**src/pkg/ttc_pkg.sv**
```systemverilog
// Constants for the three-timer counter unit
package ttc_pkg;
  localparam logic [2:0] MC_LAST = 3'h5;
  localparam logic [7:0] RESET_BYTE = 8'h00;
  // Pins idle high; sampling stages start there so reset shows no false fall
  localparam logic [5:0] PIN_IDLE = 6'h3f;
  localparam logic [1:0] IRQ_IDLE = 2'h3;
  localparam int T1_OVF_B = 7;
  localparam int T1_RUN_B = 6;
  localparam int T0_OVF_B = 5;
  localparam int T0_RUN_B = 4;
  localparam int X1_FLAG_B = 3;
  localparam int X1_TYPE_B = 2;
  localparam int X0_FLAG_B = 1;
  localparam int X0_TYPE_B = 0;
  localparam int T2_OVF_B = 7;
  localparam int T2_TRIG_FLAG_B = 6;
  localparam int RX_BAUD_B = 5;
  localparam int TX_BAUD_B = 4;
  localparam int T2_TRIG_EN_B = 3;
  localparam int T2_RUN_B = 2;
  localparam int T2_EVT_B = 1;
  localparam int T2_CAP_B = 0;
  localparam logic [1:0] MODE_13 = 2'h0;
  localparam logic [1:0] MODE_16 = 2'h1;
  localparam logic [1:0] MODE_RELOAD = 2'h2;
  localparam logic [1:0] MODE_SPLIT = 2'h3;
  localparam logic [3:0] SEL_CTL = 4'h0;
  localparam logic [3:0] SEL_MODE = 4'h1;
  localparam logic [3:0] SEL_LOW0 = 4'h2;
  localparam logic [3:0] SEL_HIGH0 = 4'h3;
  localparam logic [3:0] SEL_LOW1 = 4'h4;
  localparam logic [3:0] SEL_HIGH1 = 4'h5;
  localparam logic [3:0] SEL_T2CTL = 4'h6;
  localparam logic [3:0] SEL_T2LOW = 4'h7;
  localparam logic [3:0] SEL_T2HIGH = 4'h8;
  localparam logic [3:0] SEL_CAPLOW = 4'h9;
  localparam logic [3:0] SEL_CAPHIGH = 4'ha;
  localparam int P_EV0 = 0;
  localparam int P_EV1 = 1;
  localparam int P_IRQ0 = 2;
  localparam int P_IRQ1 = 3;
  localparam int P_EV2 = 4;
  localparam int P_TRIG = 5;
endpackage : ttc_pkg

```
**src/hw/ttc_timers.sv**
```systemverilog
// Three timer/counters behind the core's special function registers
`timescale 1ns/1ps
module ttc_timers (
  input wire logic mclk,
  input wire logic reset_n,
  input wire logic [3:0] sfrSel,
  input wire logic sfrWrEn,
  input wire logic [7:0] sfrWdata,
  output logic [7:0] sfrRdata,
  input wire logic ackTimer0,
  input wire logic ackTimer1,
  input wire logic ackExtIrq0,
  input wire logic ackExtIrq1,
  input wire logic rx2BaudFromTimer2,
  input wire logic tx2BaudFromTimer2,
  input wire logic timer0EventPin,
  input wire logic timer1EventPin,
  input wire logic extIrq0Pin,
  input wire logic extIrq1Pin,
  input wire logic timer2EventPin,
  input wire logic timer2TriggerPin,
  output logic [7:0] runFlagCtl,
  output logic [7:0] timer2Ctl,
  output logic timer1OvfPulse,
  output logic timer2OvfPulse
);
  typedef struct packed {
    logic [2:0] mc;
    logic [5:0] sync1;
    logic [5:0] sync2;
    logic [5:0] samp;
    logic [2:0] pend;
    logic [1:0] irqPrev;
    logic [7:0] ctl;
    logic [7:0] modeSel;
    logic [1:0][7:0] lowByte;
    logic [1:0][7:0] highByte;
    logic [7:0] t2Ctl;
    logic [7:0] t2Low;
    logic [7:0] t2High;
    logic [7:0] capLow;
    logic [7:0] capHigh;
    logic [7:0] rdata;
    logic t1Ovf;
    logic t2Ovf;
  } ttc_state_t;

  localparam ttc_state_t RESET_STATE = '{sync1: ttc_pkg::PIN_IDLE, sync2: ttc_pkg::PIN_IDLE,
    samp: ttc_pkg::PIN_IDLE, irqPrev: ttc_pkg::IRQ_IDLE, default: '0};

  ttc_state_t q;
  ttc_state_t d;
  logic [5:0] pinsIn;
  logic mcEn;
  logic [2:0] evt;
  logic [1:0] ovf;
  logic [1:0] md;
  logic run;
  logic cnt;
  logic t0Split;
  logic thOvf;
  logic [13:0] c13;
  logic [16:0] c17;
  logic [8:0] c9;
  logic baud;
  logic capture;
  logic trig;
  logic inc2;
  logic ovf2;
  logic [1:0] xFall;

  assign pinsIn = {timer2TriggerPin, timer2EventPin, extIrq1Pin, extIrq0Pin,
                   timer1EventPin, timer0EventPin};
  assign mcEn = (q.mc == ttc_pkg::MC_LAST);
  assign evt = q.pend & {3{mcEn}};
  assign t0Split = (q.modeSel[1:0] == ttc_pkg::MODE_SPLIT);
  assign baud = q.t2Ctl[ttc_pkg::RX_BAUD_B] | q.t2Ctl[ttc_pkg::TX_BAUD_B]
              | rx2BaudFromTimer2 | tx2BaudFromTimer2;
  assign capture = ~baud & q.t2Ctl[ttc_pkg::T2_CAP_B];
  assign trig = mcEn & q.samp[ttc_pkg::P_TRIG] & ~q.sync2[ttc_pkg::P_TRIG]
              & q.t2Ctl[ttc_pkg::T2_TRIG_EN_B];
  assign xFall = q.irqPrev & ~q.sync2[ttc_pkg::P_IRQ1:ttc_pkg::P_IRQ0];

  always_comb
  begin
    d = q;
    ovf = 2'b00;
    md = 2'b00;
    run = 1'b0;
    cnt = 1'b0;
    thOvf = 1'b0;
    c13 = 14'h0;
    c17 = 17'h0;
    c9 = 9'h0;
    d.mc = mcEn ? 3'h0 : q.mc + 3'h1;
    // Only the second stage is read by logic
    d.sync1 = pinsIn;
    d.sync2 = q.sync1;
    d.irqPrev = q.sync2[ttc_pkg::P_IRQ1:ttc_pkg::P_IRQ0];
    if (mcEn)
    begin
      // One sample per machine cycle; a pulse shorter than that may be missed
      d.samp = q.sync2;
      d.pend[0] = q.samp[ttc_pkg::P_EV0] & ~q.sync2[ttc_pkg::P_EV0];
      d.pend[1] = q.samp[ttc_pkg::P_EV1] & ~q.sync2[ttc_pkg::P_EV1];
      d.pend[2] = q.samp[ttc_pkg::P_EV2] & ~q.sync2[ttc_pkg::P_EV2];
    end

    for (int i = 0; i < 2; i++)
    begin
      md = q.modeSel[4*i +: 2];
      cnt = q.modeSel[4*i+2] ? evt[i] : mcEn;
      run = q.ctl[ttc_pkg::T0_RUN_B+2*i]
          & (~q.modeSel[4*i+3] | q.sync2[ttc_pkg::P_IRQ0+i]);
      if (i == 1 && t0Split)
      begin
        // Run bit lent to the split high byte; only mode 11 or the gate with extIrq1 low stops timer 1
        run = ~q.modeSel[7] | q.sync2[ttc_pkg::P_IRQ1];
      end
      if (i == 1 && md == ttc_pkg::MODE_SPLIT)
      begin
        run = 1'b0;
      end
      if (run && cnt)
      begin
        case (md)
          ttc_pkg::MODE_13:
          begin
            c13 = {1'b0, q.highByte[i], q.lowByte[i][4:0]} + 14'h1;
            d.highByte[i] = c13[12:5];
            d.lowByte[i][4:0] = c13[4:0];
            ovf[i] = c13[13];
          end
          ttc_pkg::MODE_16:
          begin
            c17 = {1'b0, q.highByte[i], q.lowByte[i]} + 17'h1;
            d.highByte[i] = c17[15:8];
            d.lowByte[i] = c17[7:0];
            ovf[i] = c17[16];
          end
          ttc_pkg::MODE_RELOAD:
          begin
            c9 = {1'b0, q.lowByte[i]} + 9'h1;
            d.lowByte[i] = c9[8] ? q.highByte[i] : c9[7:0];
            ovf[i] = c9[8];
          end
          default:
          begin
            c9 = {1'b0, q.lowByte[i]} + 9'h1;
            d.lowByte[i] = c9[7:0];
            ovf[i] = c9[8];
          end
        endcase
      end
    end
    if (t0Split && mcEn && q.ctl[ttc_pkg::T1_RUN_B])
    begin
      c9 = {1'b0, q.highByte[0]} + 9'h1;
      d.highByte[0] = c9[7:0];
      thOvf = c9[8];
    end

    inc2 = q.t2Ctl[ttc_pkg::T2_RUN_B]
         & (q.t2Ctl[ttc_pkg::T2_EVT_B] ? evt[2] : mcEn);
    c17 = {1'b0, q.t2High, q.t2Low} + 17'h1;
    ovf2 = inc2 & c17[16];
    if (inc2)
    begin
      {d.t2High, d.t2Low} = c17[15:0];
    end
    if (ovf2 && !capture)
    begin
      {d.t2High, d.t2Low} = {q.capHigh, q.capLow};
    end
    if (trig && !baud)
    begin
      if (capture)
      begin
        {d.capHigh, d.capLow} = {q.t2High, q.t2Low};
      end
      else
      begin
        {d.t2High, d.t2Low} = {q.capHigh, q.capLow};
      end
    end

    // Vector acknowledge or a write clears; a level-type request flag ignores both and clears only when its pin goes high
    if (ackTimer0)
    begin
      d.ctl[ttc_pkg::T0_OVF_B] = 1'b0;
    end
    if (ackTimer1)
    begin
      d.ctl[ttc_pkg::T1_OVF_B] = 1'b0;
    end
    if (ackExtIrq0)
    begin
      d.ctl[ttc_pkg::X0_FLAG_B] = 1'b0;
    end
    if (ackExtIrq1)
    begin
      d.ctl[ttc_pkg::X1_FLAG_B] = 1'b0;
    end

    // Writes land after the count and acknowledge updates so they take precedence over those
    if (sfrWrEn)
    begin
      case (sfrSel)
        ttc_pkg::SEL_CTL: d.ctl = sfrWdata;
        ttc_pkg::SEL_MODE: d.modeSel = sfrWdata;
        ttc_pkg::SEL_LOW0: d.lowByte[0] = sfrWdata;
        ttc_pkg::SEL_HIGH0: d.highByte[0] = sfrWdata;
        ttc_pkg::SEL_LOW1: d.lowByte[1] = sfrWdata;
        ttc_pkg::SEL_HIGH1: d.highByte[1] = sfrWdata;
        ttc_pkg::SEL_T2CTL: d.t2Ctl = sfrWdata;
        ttc_pkg::SEL_T2LOW: d.t2Low = sfrWdata;
        ttc_pkg::SEL_T2HIGH: d.t2High = sfrWdata;
        ttc_pkg::SEL_CAPLOW: d.capLow = sfrWdata;
        ttc_pkg::SEL_CAPHIGH: d.capHigh = sfrWdata;
        default: d.rdata = q.rdata;
      endcase
    end

    // Level-type requests track the pin; edge-type ones latch a fall
    for (int k = 0; k < 2; k++)
    begin
      if (!q.ctl[ttc_pkg::X0_TYPE_B+2*k])
      begin
        d.ctl[ttc_pkg::X0_FLAG_B+2*k] = ~q.sync2[ttc_pkg::P_IRQ0+k];
      end
      else if (xFall[k])
      begin
        d.ctl[ttc_pkg::X0_FLAG_B+2*k] = 1'b1;
      end
    end
    // Hardware sets win over a same-cycle clear or write
    if (ovf[0])
    begin
      d.ctl[ttc_pkg::T0_OVF_B] = 1'b1;
    end
    if (t0Split ? thOvf : ovf[1])
    begin
      d.ctl[ttc_pkg::T1_OVF_B] = 1'b1;
    end
    if (ovf2 && !baud)
    begin
      d.t2Ctl[ttc_pkg::T2_OVF_B] = 1'b1;
    end
    if (trig)
    begin
      d.t2Ctl[ttc_pkg::T2_TRIG_FLAG_B] = 1'b1;
    end
    d.t1Ovf = ovf[1];
    d.t2Ovf = ovf2;

    case (sfrSel)
      ttc_pkg::SEL_CTL: d.rdata = q.ctl;
      ttc_pkg::SEL_MODE: d.rdata = q.modeSel;
      ttc_pkg::SEL_LOW0: d.rdata = q.lowByte[0];
      ttc_pkg::SEL_HIGH0: d.rdata = q.highByte[0];
      ttc_pkg::SEL_LOW1: d.rdata = q.lowByte[1];
      ttc_pkg::SEL_HIGH1: d.rdata = q.highByte[1];
      ttc_pkg::SEL_T2CTL: d.rdata = q.t2Ctl;
      ttc_pkg::SEL_T2LOW: d.rdata = q.t2Low;
      ttc_pkg::SEL_T2HIGH: d.rdata = q.t2High;
      ttc_pkg::SEL_CAPLOW: d.rdata = q.capLow;
      ttc_pkg::SEL_CAPHIGH: d.rdata = q.capHigh;
      default: d.rdata = ttc_pkg::RESET_BYTE;
    endcase
  end

  always_ff @(posedge mclk or negedge reset_n)
  begin
    if (!reset_n)
    begin
      q <= RESET_STATE;
    end
    else
    begin
      q <= d;
    end
  end

  assign sfrRdata = q.rdata;
  assign runFlagCtl = q.ctl;
  assign timer2Ctl = q.t2Ctl;
  assign timer1OvfPulse = q.t1Ovf;
  assign timer2OvfPulse = q.t2Ovf;
endmodule : ttc_timers

```
**config.mk**
```make
export PLATFORM = sky130hd
export DESIGN_NAME = ttc_timers
export DESIGN_NICKNAME = d
export VERILOG_FILES = /design/src/pkg/ttc_pkg.sv /design/src/hw/ttc_timers.sv
export SDC_FILE = /design/constraint.sdc
export NUM_CORES = 1
export LEC_CHECK = 0
export CAP_MARGIN = 25
export CELL_PAD_IN_SITES_DETAIL_PLACEMENT = 1
export CELL_PAD_IN_SITES_GLOBAL_PLACEMENT = 2
export CORE_ASPECT_RATIO = 0.6
export CORE_UTILIZATION = 43
export DETAILED_ROUTE_END_ITERATION = 6
export DONT_BUFFER_PORTS = 1
export PLACE_DENSITY = 0.91
export SETUP_SLACK_MARGIN = 0.15
export SYNTH_ARGS = -nofsm -noshare
export SYNTH_HDL_FRONTEND = slang
export SYNTH_SLANG_ARGS = --single-unit
export TNS_END_PERCENT = 30
```
**constraint.sdc**
```tcl
create_clock -name mclk -period 4.4 [get_ports mclk]
set_input_delay 0.88 -clock mclk [delete_from_list [all_inputs] [get_ports mclk]]
set_output_delay 0.88 -clock mclk [all_outputs]
set_load 0.01 [all_outputs]
```
==> impl_results.md, run 1 <==
- Tcrit/Tclk final: 69.76%
- Synth Warn #: 0
- Synthesis-stage register bit count: approximately 120
- Routed vias: 6604
- Worst-Skew Late Latency: 0.43 ns
- R2R depth: 6
- Area after DPL: approximately 7300 um^2
- Crit path DAT: about 3.3 ns
- Cells after Synth: ~820
- Post-synth ARST share: between 90% and 100%
- Crit path depth: 6
- Slowest CP cell: a21boi_2
- Origin of the critical flop-to-flop path: q[122]
- # rows: 36
- Final core occ: between 40% and 50%
- Total of max-cap violations: 0
- Ports: 53
- Hold-fix buffers, CTS: 0
- Post-DP HPWL: slightly below 20000 um
- Sum Neg Setup Slack: 0 ns
- Clk buf depth: 2
- First-pass GRT wire length: approximately 41000 um
- Die ar.: between 15000 and 20000 um^2
- Share of post-route cells with drive strength above 1: a little under an eighth
- Area delta synth->final: 7.552%
- RSZ-0062 raised after global routing: no
- Avg Synthesized Cell Area: a little under 9 um^2
- Setup Skew: between 0.01 and 0.015 ns
- Critical Path End Type: register
- Global placement routability congestion: 1.028
- DRC Markers: 0
- CP startpoint kind: register
- Syn_nets: around 850
- CTS root buf: clkbuf_16
- Number of flops mapped to enable cells by yosys: 0
- CTS tree: built
- Maximum VDD drop: approximately 0.23 mV
- Core area: between 15000 and 20000 um^2
- Grt ovf: 0
- Final WL: about 27000 um
- Worst Hold Class: primary input to async pin
- Achievable Freq: 325.8 MHz
- Critical Path Sink: q[41]
- Post-Syn Area: approximately 7300 um^2
- Synth cell types: 70
- Minimum clock period: roughly 3.1 ns
- Crit path launch: q[122]
- Clock buffer count from CTS: 17
- Starting Density: between 40% and 50%
- Resized cells post-CTS: 0
- Largest net degree at the start of global routing: 123
- Hold Vio Cnt, Final: 0
- Final-layout fill cell count: approximately 1900
- Most frequent cells in the layout: 129 x nand2_1, 104 x dfrtp_1, 54 x nor2_1
- ANT nets after route: 0
- PD cells: 515.1 nW/um^2
- Clock transition at the registers of the reported paths: around 0.07 ns
- Worst stage delay on the critical path: approximately 0.63 ns
- R2R setup slack: 1.33 ns
- Worst path cell trace: and3b_1 -> nand4_1 -> or4_4 -> a21boi_2 -> mux2i_1 -> o21ai_1
- Kind of critical path: register to register
- Post-CTS repair timing setup buffer count: 0
- First-pass detailed-route iteration total: 5
- Via-per-instance ratio: 6.494
- Ys flop type: dfrtp_1
- CTS sink cnt: between 100 and 150
- Vias in the first global route: roughly 6600
- Pleak: a little over 3 nW
- Critical path peak fanout: 13
- GRT Overall Usage: between 30 and 40%
- DRT iter0 DRCs: approximately 700
- Least-Margin Pin Slew: between 1 and 1.5 ns
- Max-slew headroom: 27.05%
- R2r endpoint: q[41]
- Final setup vio count: 0
- Buf/Inv on CP: 0
- Most common cell after layout, fill and taps aside: nand2_1
- Design area: 7876 um^2
- Nets@finish: 807
- Post-synthesis sequential area ratio: 42.00%
- CP required: 4.66 ns
- Fin. max-slew vios: 0
- WL per Instance: about 27 um
- DIE WIDTH: 170.5 um
- Status: finished clean
- Ant. Diodes: 0
- CP top delay family: simple AND/OR/NAND/NOR gates
- Antenna violations before repair: 0
- Port Buffers: 0
- CTS H-tree lvls: 4
- Die Y: 103.1 um
-- how the worst min path moves through the flow --
| stage | startpoint | end | slack, ns | cells past startpoint |
|---|---|---|---|---|
| 2_1_floorplan | d[111] | d[98] | 0.35 | 0 |
| 3_3_place_gp | d[113] | q[113] | 0.35 | 0 |
| 3_5_place_dp | d[111] | d[98] | 0.35 | 0 |
| 4_1_cts | reset_n | timer2Ctl[7] | 0.13 | 0 |
| 5_1_grt | reset_n | q[67] | 0.13 | 0 |
| 6_report | reset_n | q[51] | 0.15 | 0 |
-- area by class of cell --
class / count / area (um^2) / share of cell area (%)
clock buffers: 17 / 425.4 / 5.401
flip-flops and latches: 122 / 3075 / 39.05
multi-input cells: 612 / 3815 / 48.44
inverters: 12 / 45.04 / 0.5719
clock inverters: 15 / 152.6 / 1.938
well taps: 228 / 285.3 / 3.622
repair buffers: 11 / 77.57 / 0.9849
-- cells in the mapped netlist, drive strengths merged (18+ instances only) --
cell	instances	area, um^2
nand2	129	484.2
dfrtp	104	2603
o21ai	72	360.4
nor2	54	202.7
clkbuf	46	173.9
mux2i	42	420.4
a21oi	31	155.2
buf	31	219.0
nand3	28	140.1
nor3	24	120.1
mux2	21	236.5
dfstp	18	473.0
nand4	18	118.9
xnor2	18	157.7
-- power breakdown --
part | internal [W] | switching [W]
combinational | 0.000364 | 0.000398
sequential | 0.00137 | 0.000539
clock | 0.000754 | 0.000635
-- stage by stage --
stage | setup slack, ns | hold WS [ns] | power (W) | cells
floorplan | 1.815 | 0.3452 | 0.002343 | 823
detailed placement | 1.365 | 0.3478 | 0.002633 | 982
CTS | 1.336 | 0.1336 | 0.004039 | 1014
global route | 1.143 | 0.1292 | 0.004220 | 1017
finish | 1.331 | 0.1494 | 0.004057 | 1017
global placement | 1.517 | 0.3463 | 0.002567 | 981
-- metal layers --
layer	track usage (%)	vias to the layer above	share of wire, %	wire length [um]
met1	45.68	3374	44	12020
met3	11.67	35	12	3243
met4	8.247	0	1.3	346
met2	48.01	339	43	11640
met5	0	-	0	0
li1	-	2856	-	-
-- flip-flops by register name (all words and copies together), names as in the netlist --
| signal | cells |
|---|---|
| d | 8 |
| md | 2 |
| q | 86 |
| runFlagCtl | 8 |
| sfrRdata | 8 |
| timer1OvfPulse | 1 |
| timer2Ctl | 8 |
| timer2OvfPulse | 1 |
-- kinds of logic after synthesis --
logic type / Yosys count / synth area share (%)
multiplexers: 66 / 9.892
adder cells (fa/ha/maj): 4 / 0.6834
buffers and inverters: 89 / 5.980
AND/OR/NAND/NOR: 320 / 21.07
AO/OA/AOI/OAI: 191 / 16.68
XOR/XNOR: 31 / 3.707
flip-flops: 122 / 42.00
Note: power is estimated with default switching activity, not from simulation.
==> run 2: changes to the inputs <==
--- a/config.mk
+++ b/config.mk
@@ -9,10 +9,10 @@
 export CELL_PAD_IN_SITES_DETAIL_PLACEMENT = 1
 export CELL_PAD_IN_SITES_GLOBAL_PLACEMENT = 2
 export CORE_ASPECT_RATIO = 0.6
-export CORE_UTILIZATION = 43
+export CORE_UTILIZATION = 36
 export DETAILED_ROUTE_END_ITERATION = 6
 export DONT_BUFFER_PORTS = 1
-export PLACE_DENSITY = 0.91
+export PLACE_DENSITY = 0.82
 export SETUP_SLACK_MARGIN = 0.15
 export SYNTH_ARGS = -nofsm -noshare
 export SYNTH_HDL_FRONTEND = slang
==> constraint.sdc (replaced) <==
create_clock -name mclk -period 2.7 [get_ports mclk]
set_input_delay 0.54 -clock mclk [delete_from_list [all_inputs] [get_ports mclk]]
set_output_delay 0.54 -clock mclk [all_outputs]
set_load 0.01 [all_outputs]
==> run 2 against run 1 <==
Against the previous run: the flow now finishes with violations (negative hold slack); worst setup slack got worse by 1.1 ns; via count down 1.6%; hold slack lost 0.34 ns; final area is 2.0% higher; non-clock buffer count grew 14; register-to-register slack worse by 1.1 ns; utilization decreased by 6.7 points; count of clock-buffer cells in the layout up 1; clock power is 63% higher; critical path type unchanged; critical endpoint is now q[31]; largest cell class unchanged.
==> impl_results.md, run 2 (same netlist as run 1, synthesis figures left out) <==
- Status: finished with violations
- Failing checks: negative hold slack
- Critical Path End Type: register
- Hold Vio Cnt, Final: approximately 100
- R2r endpoint: q[31]
- Clk pwr share: between 30% and 40%
- CP required: 2.99 ns
- Vias in the first global route: around 6600
- Fin Hold WS: -0.1929 ns
- CTS H-tree lvls: 4
- Clock buffer count from CTS: 17
- Clk buf depth: 2
- Total of max-cap violations: 0
- Worst path cell trace: nand4_2 -> or3_4 -> or4_4 -> a21boi_2 -> buf_4 -> mux2i_1 -> o21ai_1
- Largest net degree at the start of global routing: around 120
- Maximum VDD drop: 0.5917 mV
- Minimum clock period: around 2.5 ns
- Port Buffers: 0
- Combinational share of power: approximately a fifth
- Fin. max-slew vios: 0
- Origin of the critical flop-to-flop path: q[26]
- Antenna violations before repair: 0
- Share of post-route cells with drive strength above 1: between 10% and 20%
- Nets@finish: about 820
- Die Y: around 110 um
- Ant. Diodes: 0
- Core area: slightly below 20000 um^2
- Grt ovf: 0
- Crit path DAT: between 2 and 3 ns
- # rows: 39
- PD cells: ~800 nW/um^2
- Max-slew headroom: between 40 and 50%
- First-pass GRT wire length: 41750 um
- Flop pwr share: between 40% and 50%
- Final core occ: around two fifths
- Routed vias: ~6500
- Sum Neg Setup Slack: 0 ns
- Final setup vio count: 0
- Clock transition at the registers of the reported paths: 0.06 ns
- Slowest CP cell: or4_4
- ANT nets after route: 0
- RSZ-0062 raised after global routing: no
- Buf/Inv on CP: 1
- Starting Density: approximately 38%
- WL per Instance: roughly 26 um
- Worst-Skew Late Latency: between 0.4 and 0.5 ns
- Global placement routability congestion: 0.9620
- Pleak: approximately 3.2 nW
- CP startpoint kind: register
- Setup Skew: ~0.0073 ns
- CTS root buf: clkbuf_16
- Sw Ratio: ~37%
- Die ar.: 20940 um^2
- Pint: a little over 0.004 W
- First-pass detailed-route iteration total: 6
- Post-CTS repair timing setup buffer count: 0
- Ports: 53
- Net switching power: 0.002448 W
- Most frequent cells in the layout: 129 x nand2_1, 102 x dfrtp_1, 54 x nor2_1
- CTS sink cnt: around 120
- Final WL: between 20000 and 30000 um
- Max reg flops: 86
- Worst Hold Class: primary input to async pin
- Kind of critical path: register to register
- DRT iter0 DRCs: 623
- Critical path peak fanout: 10
- R2R depth: 7
- CTS tree: built
- Reg with most FFs: q
- Worst stage delay on the critical path: ~0.57 ns
- Achievable Freq: roughly 400 MHz
- CP top delay family: simple AND/OR/NAND/NOR gates
- Post-DP HPWL: 20040 um
- Area delta synth->final: 9.687%
- GRT Overall Usage: 27.50%
- R2R setup slack: between 0.2 and 0.25 ns
- Tcrit/Tclk final: about nine tenths
- DRC Markers: 0
- Via-per-instance ratio: around 6.1
- Least-Margin Pin Slew: 0.7493 ns
- Most common cell after layout, fill and taps aside: nand2_1
- DIE WIDTH: 186.1 um
[run 2: routing by layer]
layer  part of all wire (%)  track usage [%]  routed length, um
met4                    2.1            8.197                571
met3                     11            9.020               2959
met5                      0                0                  0
met2                     39            36.92              10760
met1                     48            41.08              13050
[run 2: what timing repair did]
item | 4_1_cts | 5_1_grt
hold endpoints to repair | 122 | 113
endpoints found under the setup margin | 0 | 3
resized for setup | 0 | 2
[run 2: worst max path at each step]
stage / start / to / depth (start not counted)
floorplan: q[39] / q[26] / 6
global placement: q[41] / q[31] / 7
detailed placement: q[40] / q[31] / 7
CTS: q[40] / q[31] / 7
global route: q[26] / q[31] / 7
finish: q[26] / q[31] / 7
[run 2: area by class of cell]
cell class	instances	area, um^2
clock buffer	18	439.2
clock inverter	14	135.1
fill	2237	11440
inverter	12	45.04
multi-input combinational	612	3815
sequential	122	3078
tap	266	332.8
timing repair buffer	25	187.7
[run 2: worst reg2reg max path, stage by stage, from the launching register on]
cell	delay [ns]
dfrtp_1	0.44
nand4_2	0.19
or3_4	0.45
or4_4	0.57
a21boi_2	0.15
buf_4	0.24
mux2i_1	0.23
o21ai_1	0.08
[run 2: power groups by stage]
stage          Combinational [W]  Clock, W  Sequential (W)
2_1_floorplan            0.00123         0         0.00259
3_3_place_gp             0.00123         0         0.00300
3_5_place_dp             0.00129         0         0.00302
4_1_cts                  0.00130   0.00230         0.00300
5_1_grt                  0.00146   0.00238         0.00308
6_report                 0.00131   0.00226         0.00303
[run 2: stage by stage]
stage,instance area (um^2),std cells,worst slack (ns),power [W]
2_1_floorplan,7323,823,0.4447,0.003819
3_3_place_gp,7456,1037,0.2909,0.004234
3_5_place_dp,7456,1037,0.2237,0.004309
4_1_cts,8030,1069,0.2224,0.006601
5_1_grt,8033,1069,0.1572,0.006914
6_report,8033,1069,0.2320,0.006599
==> run 3: changes to the inputs <==
--- a/config.mk
+++ b/config.mk
@@ -5,14 +5,15 @@
 export SDC_FILE = /design/constraint.sdc
 export NUM_CORES = 1
 export LEC_CHECK = 0
-export CAP_MARGIN = 25
+export ABC_AREA = 1
+export CAP_MARGIN = 15
 export CELL_PAD_IN_SITES_DETAIL_PLACEMENT = 1
 export CELL_PAD_IN_SITES_GLOBAL_PLACEMENT = 2
 export CORE_ASPECT_RATIO = 0.6
-export CORE_UTILIZATION = 36
+export CORE_UTILIZATION = 34
 export DETAILED_ROUTE_END_ITERATION = 6
 export DONT_BUFFER_PORTS = 1
-export PLACE_DENSITY = 0.82
+export PLACE_DENSITY = 0.83
 export SETUP_SLACK_MARGIN = 0.15
 export SYNTH_ARGS = -nofsm -noshare
 export SYNTH_HDL_FRONTEND = slang
==> run 3 against run 2 <==
Against the previous run: the run still ends with negative hold slack left; final cell count rose by 33%; count of clock-buffer cells in the layout rose by 6; clock skew rose by 0.0094 ns; synthesized area rose by 8.3%; synthesized cell count rose by 35%; die area rose by 14%; sequential cell count did not move; largest cell class unchanged; largest power group unchanged; highest routed layer unchanged.
==> impl_results.md, run 3 <==
- Final core occ: between 30 and 40%
- Synthesis-stage register bit count: about 120
- CTS H-tree lvls: 4
- Crit path launch: q[74]
- Worst stage delay on the critical path: around 0.46 ns
- Synth Warn #: 0
- Grt ovf: 0
- Ant. Diodes: 0
- Die Y: 120.3 um
- DRT iter0 DRCs: 890
- Share of post-route cells with drive strength above 1: a little over a tenth
- Post-synth top area cell: dfrtp_1
- Clock buffer count from CTS: 17
- CP required: ~3 ns
- Tcrit/Tclk final: roughly 83%
- Nets@finish: approximately 1100
- CTS sink cnt: around 120
- Clock transition at the registers of the reported paths: approximately 0.060 ns
- Cells after Synth: ~1100
- Sum Neg Setup Slack: 0 ns
- Worst-Skew Late Latency: 0.45 ns
- Avg Synthesized Cell Area: around 7.2 um^2
- Syn_nets: approximately 1100
- Achievable Freq: around 450 MHz
- Crit path DAT: between 2 and 3 ns
- Resized cells post-CTS: 0
- Fin Hold WS: -0.1981 ns
- Final setup vio count: 0
- Maximum VDD drop: between 0.3 and 0.4 mV
- Critical Path End Type: register
- Post-synthesis sequential area ratio: 38.78%
- Multi-input gate area: around 4000 um^2
- Synth cell types: 43
- Area occupied by registers: ~3000 um^2
- Post-Syn Area: approximately 7900 um^2
- Global placement routability congestion: approximately 0.94
- DIE WIDTH: between 150 and 200 um
- Post-DP HPWL: 24690 um
- Max reg flops: 86
- Total of max-cap violations: 0
- DRC Markers: 0
- Clk buf depth: 2
- Ys flop type: dfrtp_1
- Place WS: between 0.5 and 0.6 ns
- Failing checks: negative hold slack
- Antenna violations before repair: 0
- CP startpoint kind: register
- Critical path peak fanout: 8
- Reg with most FFs: q
- Vias in the first global route: roughly 7600
- CTS root buf: clkbuf_16
- Most common cell after layout, fill and taps aside: nand2_1
- Most common cell in the netlist: nand2_1
- # rows: between 40 and 50
- Core area: between 20000 and 25000 um^2
- Slowest CP cell: dfrtp_1
- Total power: roughly 0.0075 W
- Starting Density: a little over a third
- Worst path cell trace: ha_1 -> nand3_1 -> nor2_1 -> nand2_1 -> nor2_1 -> inv_1 -> o211ai_1 -> nand3_1 -> o21ai_0
- RSZ-0062 raised after global routing: no
- Setup Skew: roughly 0.017 ns
- Fin. max-slew vios: 0
- PD cells: between 800 and 900 nW/um^2
- First-pass detailed-route iteration total: 7
- Kind of critical path: register to register
- Final WL: 32100 um
- Final-layout fill cell count: approximately 2800
- ANT nets after route: 0
- R2R setup slack: approximately 0.47 ns
- Most frequent cells in the layout: 243 x nand2_1, 154 x inv_1, 104 x dfrtp_1
- Least-Margin Pin Slew: 0.6786 ns
- Pleak: 4.065 nW
- WL per Instance: 22.62 um
- GRT Overall Usage: approximately 28%
- First-pass GRT wire length: between 40000 and 50000 um
- Leading cell types by count after synthesis: 243 x nand2_1, 154 x inv_1, 104 x dfrtp_1
- Minimum clock period: between 2 and 2.5 ns
- Origin of the critical flop-to-flop path: q[74]
- Hold Vio Cnt, Final: roughly 100
- Via-per-instance ratio: between 5 and 6
- Area delta synth->final: 10.22%
- Max-slew headroom: around 54%
- Die ar.: around 24000 um^2
- Largest net degree at the start of global routing: 123
- Synth top area share: between 30% and 40%
- Status: finished with violations
- Worst Hold Class: primary input to async pin
- CTS tree: built
- Final worst slack: approximately 0.47 ns
- Post-CTS repair timing setup buffer count: 0
- Ports: 53
- Port Buffers: 0
- Routed vias: a little under 8000
- Post-synth ARST share: 100.0%
- Number of flops mapped to enable cells by yosys: 0
- Synth top area cells: dfrtp_1 33%, nand2_1 12%, inv_1 7.3%
run 3: area by class of cell:
class / count / area share (%)
inverter: 161 / 6.941
timing repair buffer: 18 / 1.546
clock buffer: 24 / 6.011
sequential: 122 / 35.18
tap: 308 / 4.408
multi-input combinational: 778 / 45.28
clock inverter: 8 / 0.6297
run 3: through the flow:
| step | instances | hold slack [ns] | instance area (um^2) |
|---|---|---|---|
| 3_5_place_dp | 1387 | 0.2535 | 8162 |
| 4_1_cts | 1419 | -0.2098 | 8742 |
| 6_report | 1419 | -0.1981 | 8742 |
| 2_1_floorplan | 1107 | 0.2444 | 7931 |
| 3_3_place_gp | 1387 | 0.2526 | 8162 |
| 5_1_grt | 1419 | -0.2138 | 8742 |
run 3: logic make-up after synthesis:
group                      after synthesis  share of synthesized area, %
DFF                                    122                         38.78
buffers and inverters                  207                         11.31
xor gates and xnor gates                13                         1.436
and+or+nand+nor                        480                         27.45
AOI/OAI and AO/OA                      280                         20.27
muxes                                    1                        0.1262
adders and majority gates                4                        0.6310
run 3: power by group:
| group | leakage [nW] | switching [W] | internal, W |
|---|---|---|---|
| combinational | 2.31 | 0.00141 | 0.000727 |
| clock | 0.290 | 0.000942 | 0.00137 |
| sequential | 1.46 | 0.000783 | 0.00231 |
| total | 4.07 | 0.00314 | 0.00440 |
run 3: per-layer routing:
layer  vias up  track usage, %  part of all wire, %
li1       3644               -                    -
met1      3921           45.69                   52
met2       321           34.78                   37
met3        28           9.010                   11
met4         0           5.385                 0.89
met5         -               0                    0
run 3: final timing paths:
check	to	depth (start not counted)
setup / recovery	q[78]	9
hold reg to reg	q[109]	0
hold / removal	q[79]	0
min in group mclk	d[112]	0
setup reg to reg	q[78]	9
max in group asynchronous	d[98]	0
run 3: worst max-delay path, delay by kind of cell (launching register included):
family	cells	cell delay, ns
DFF	1	0.46
adders and majority gates	1	0.24
AOI/OAI and AO/OA	2	0.32
and+or+nand+nor	5	0.87
buffers and inverters	1	0.25
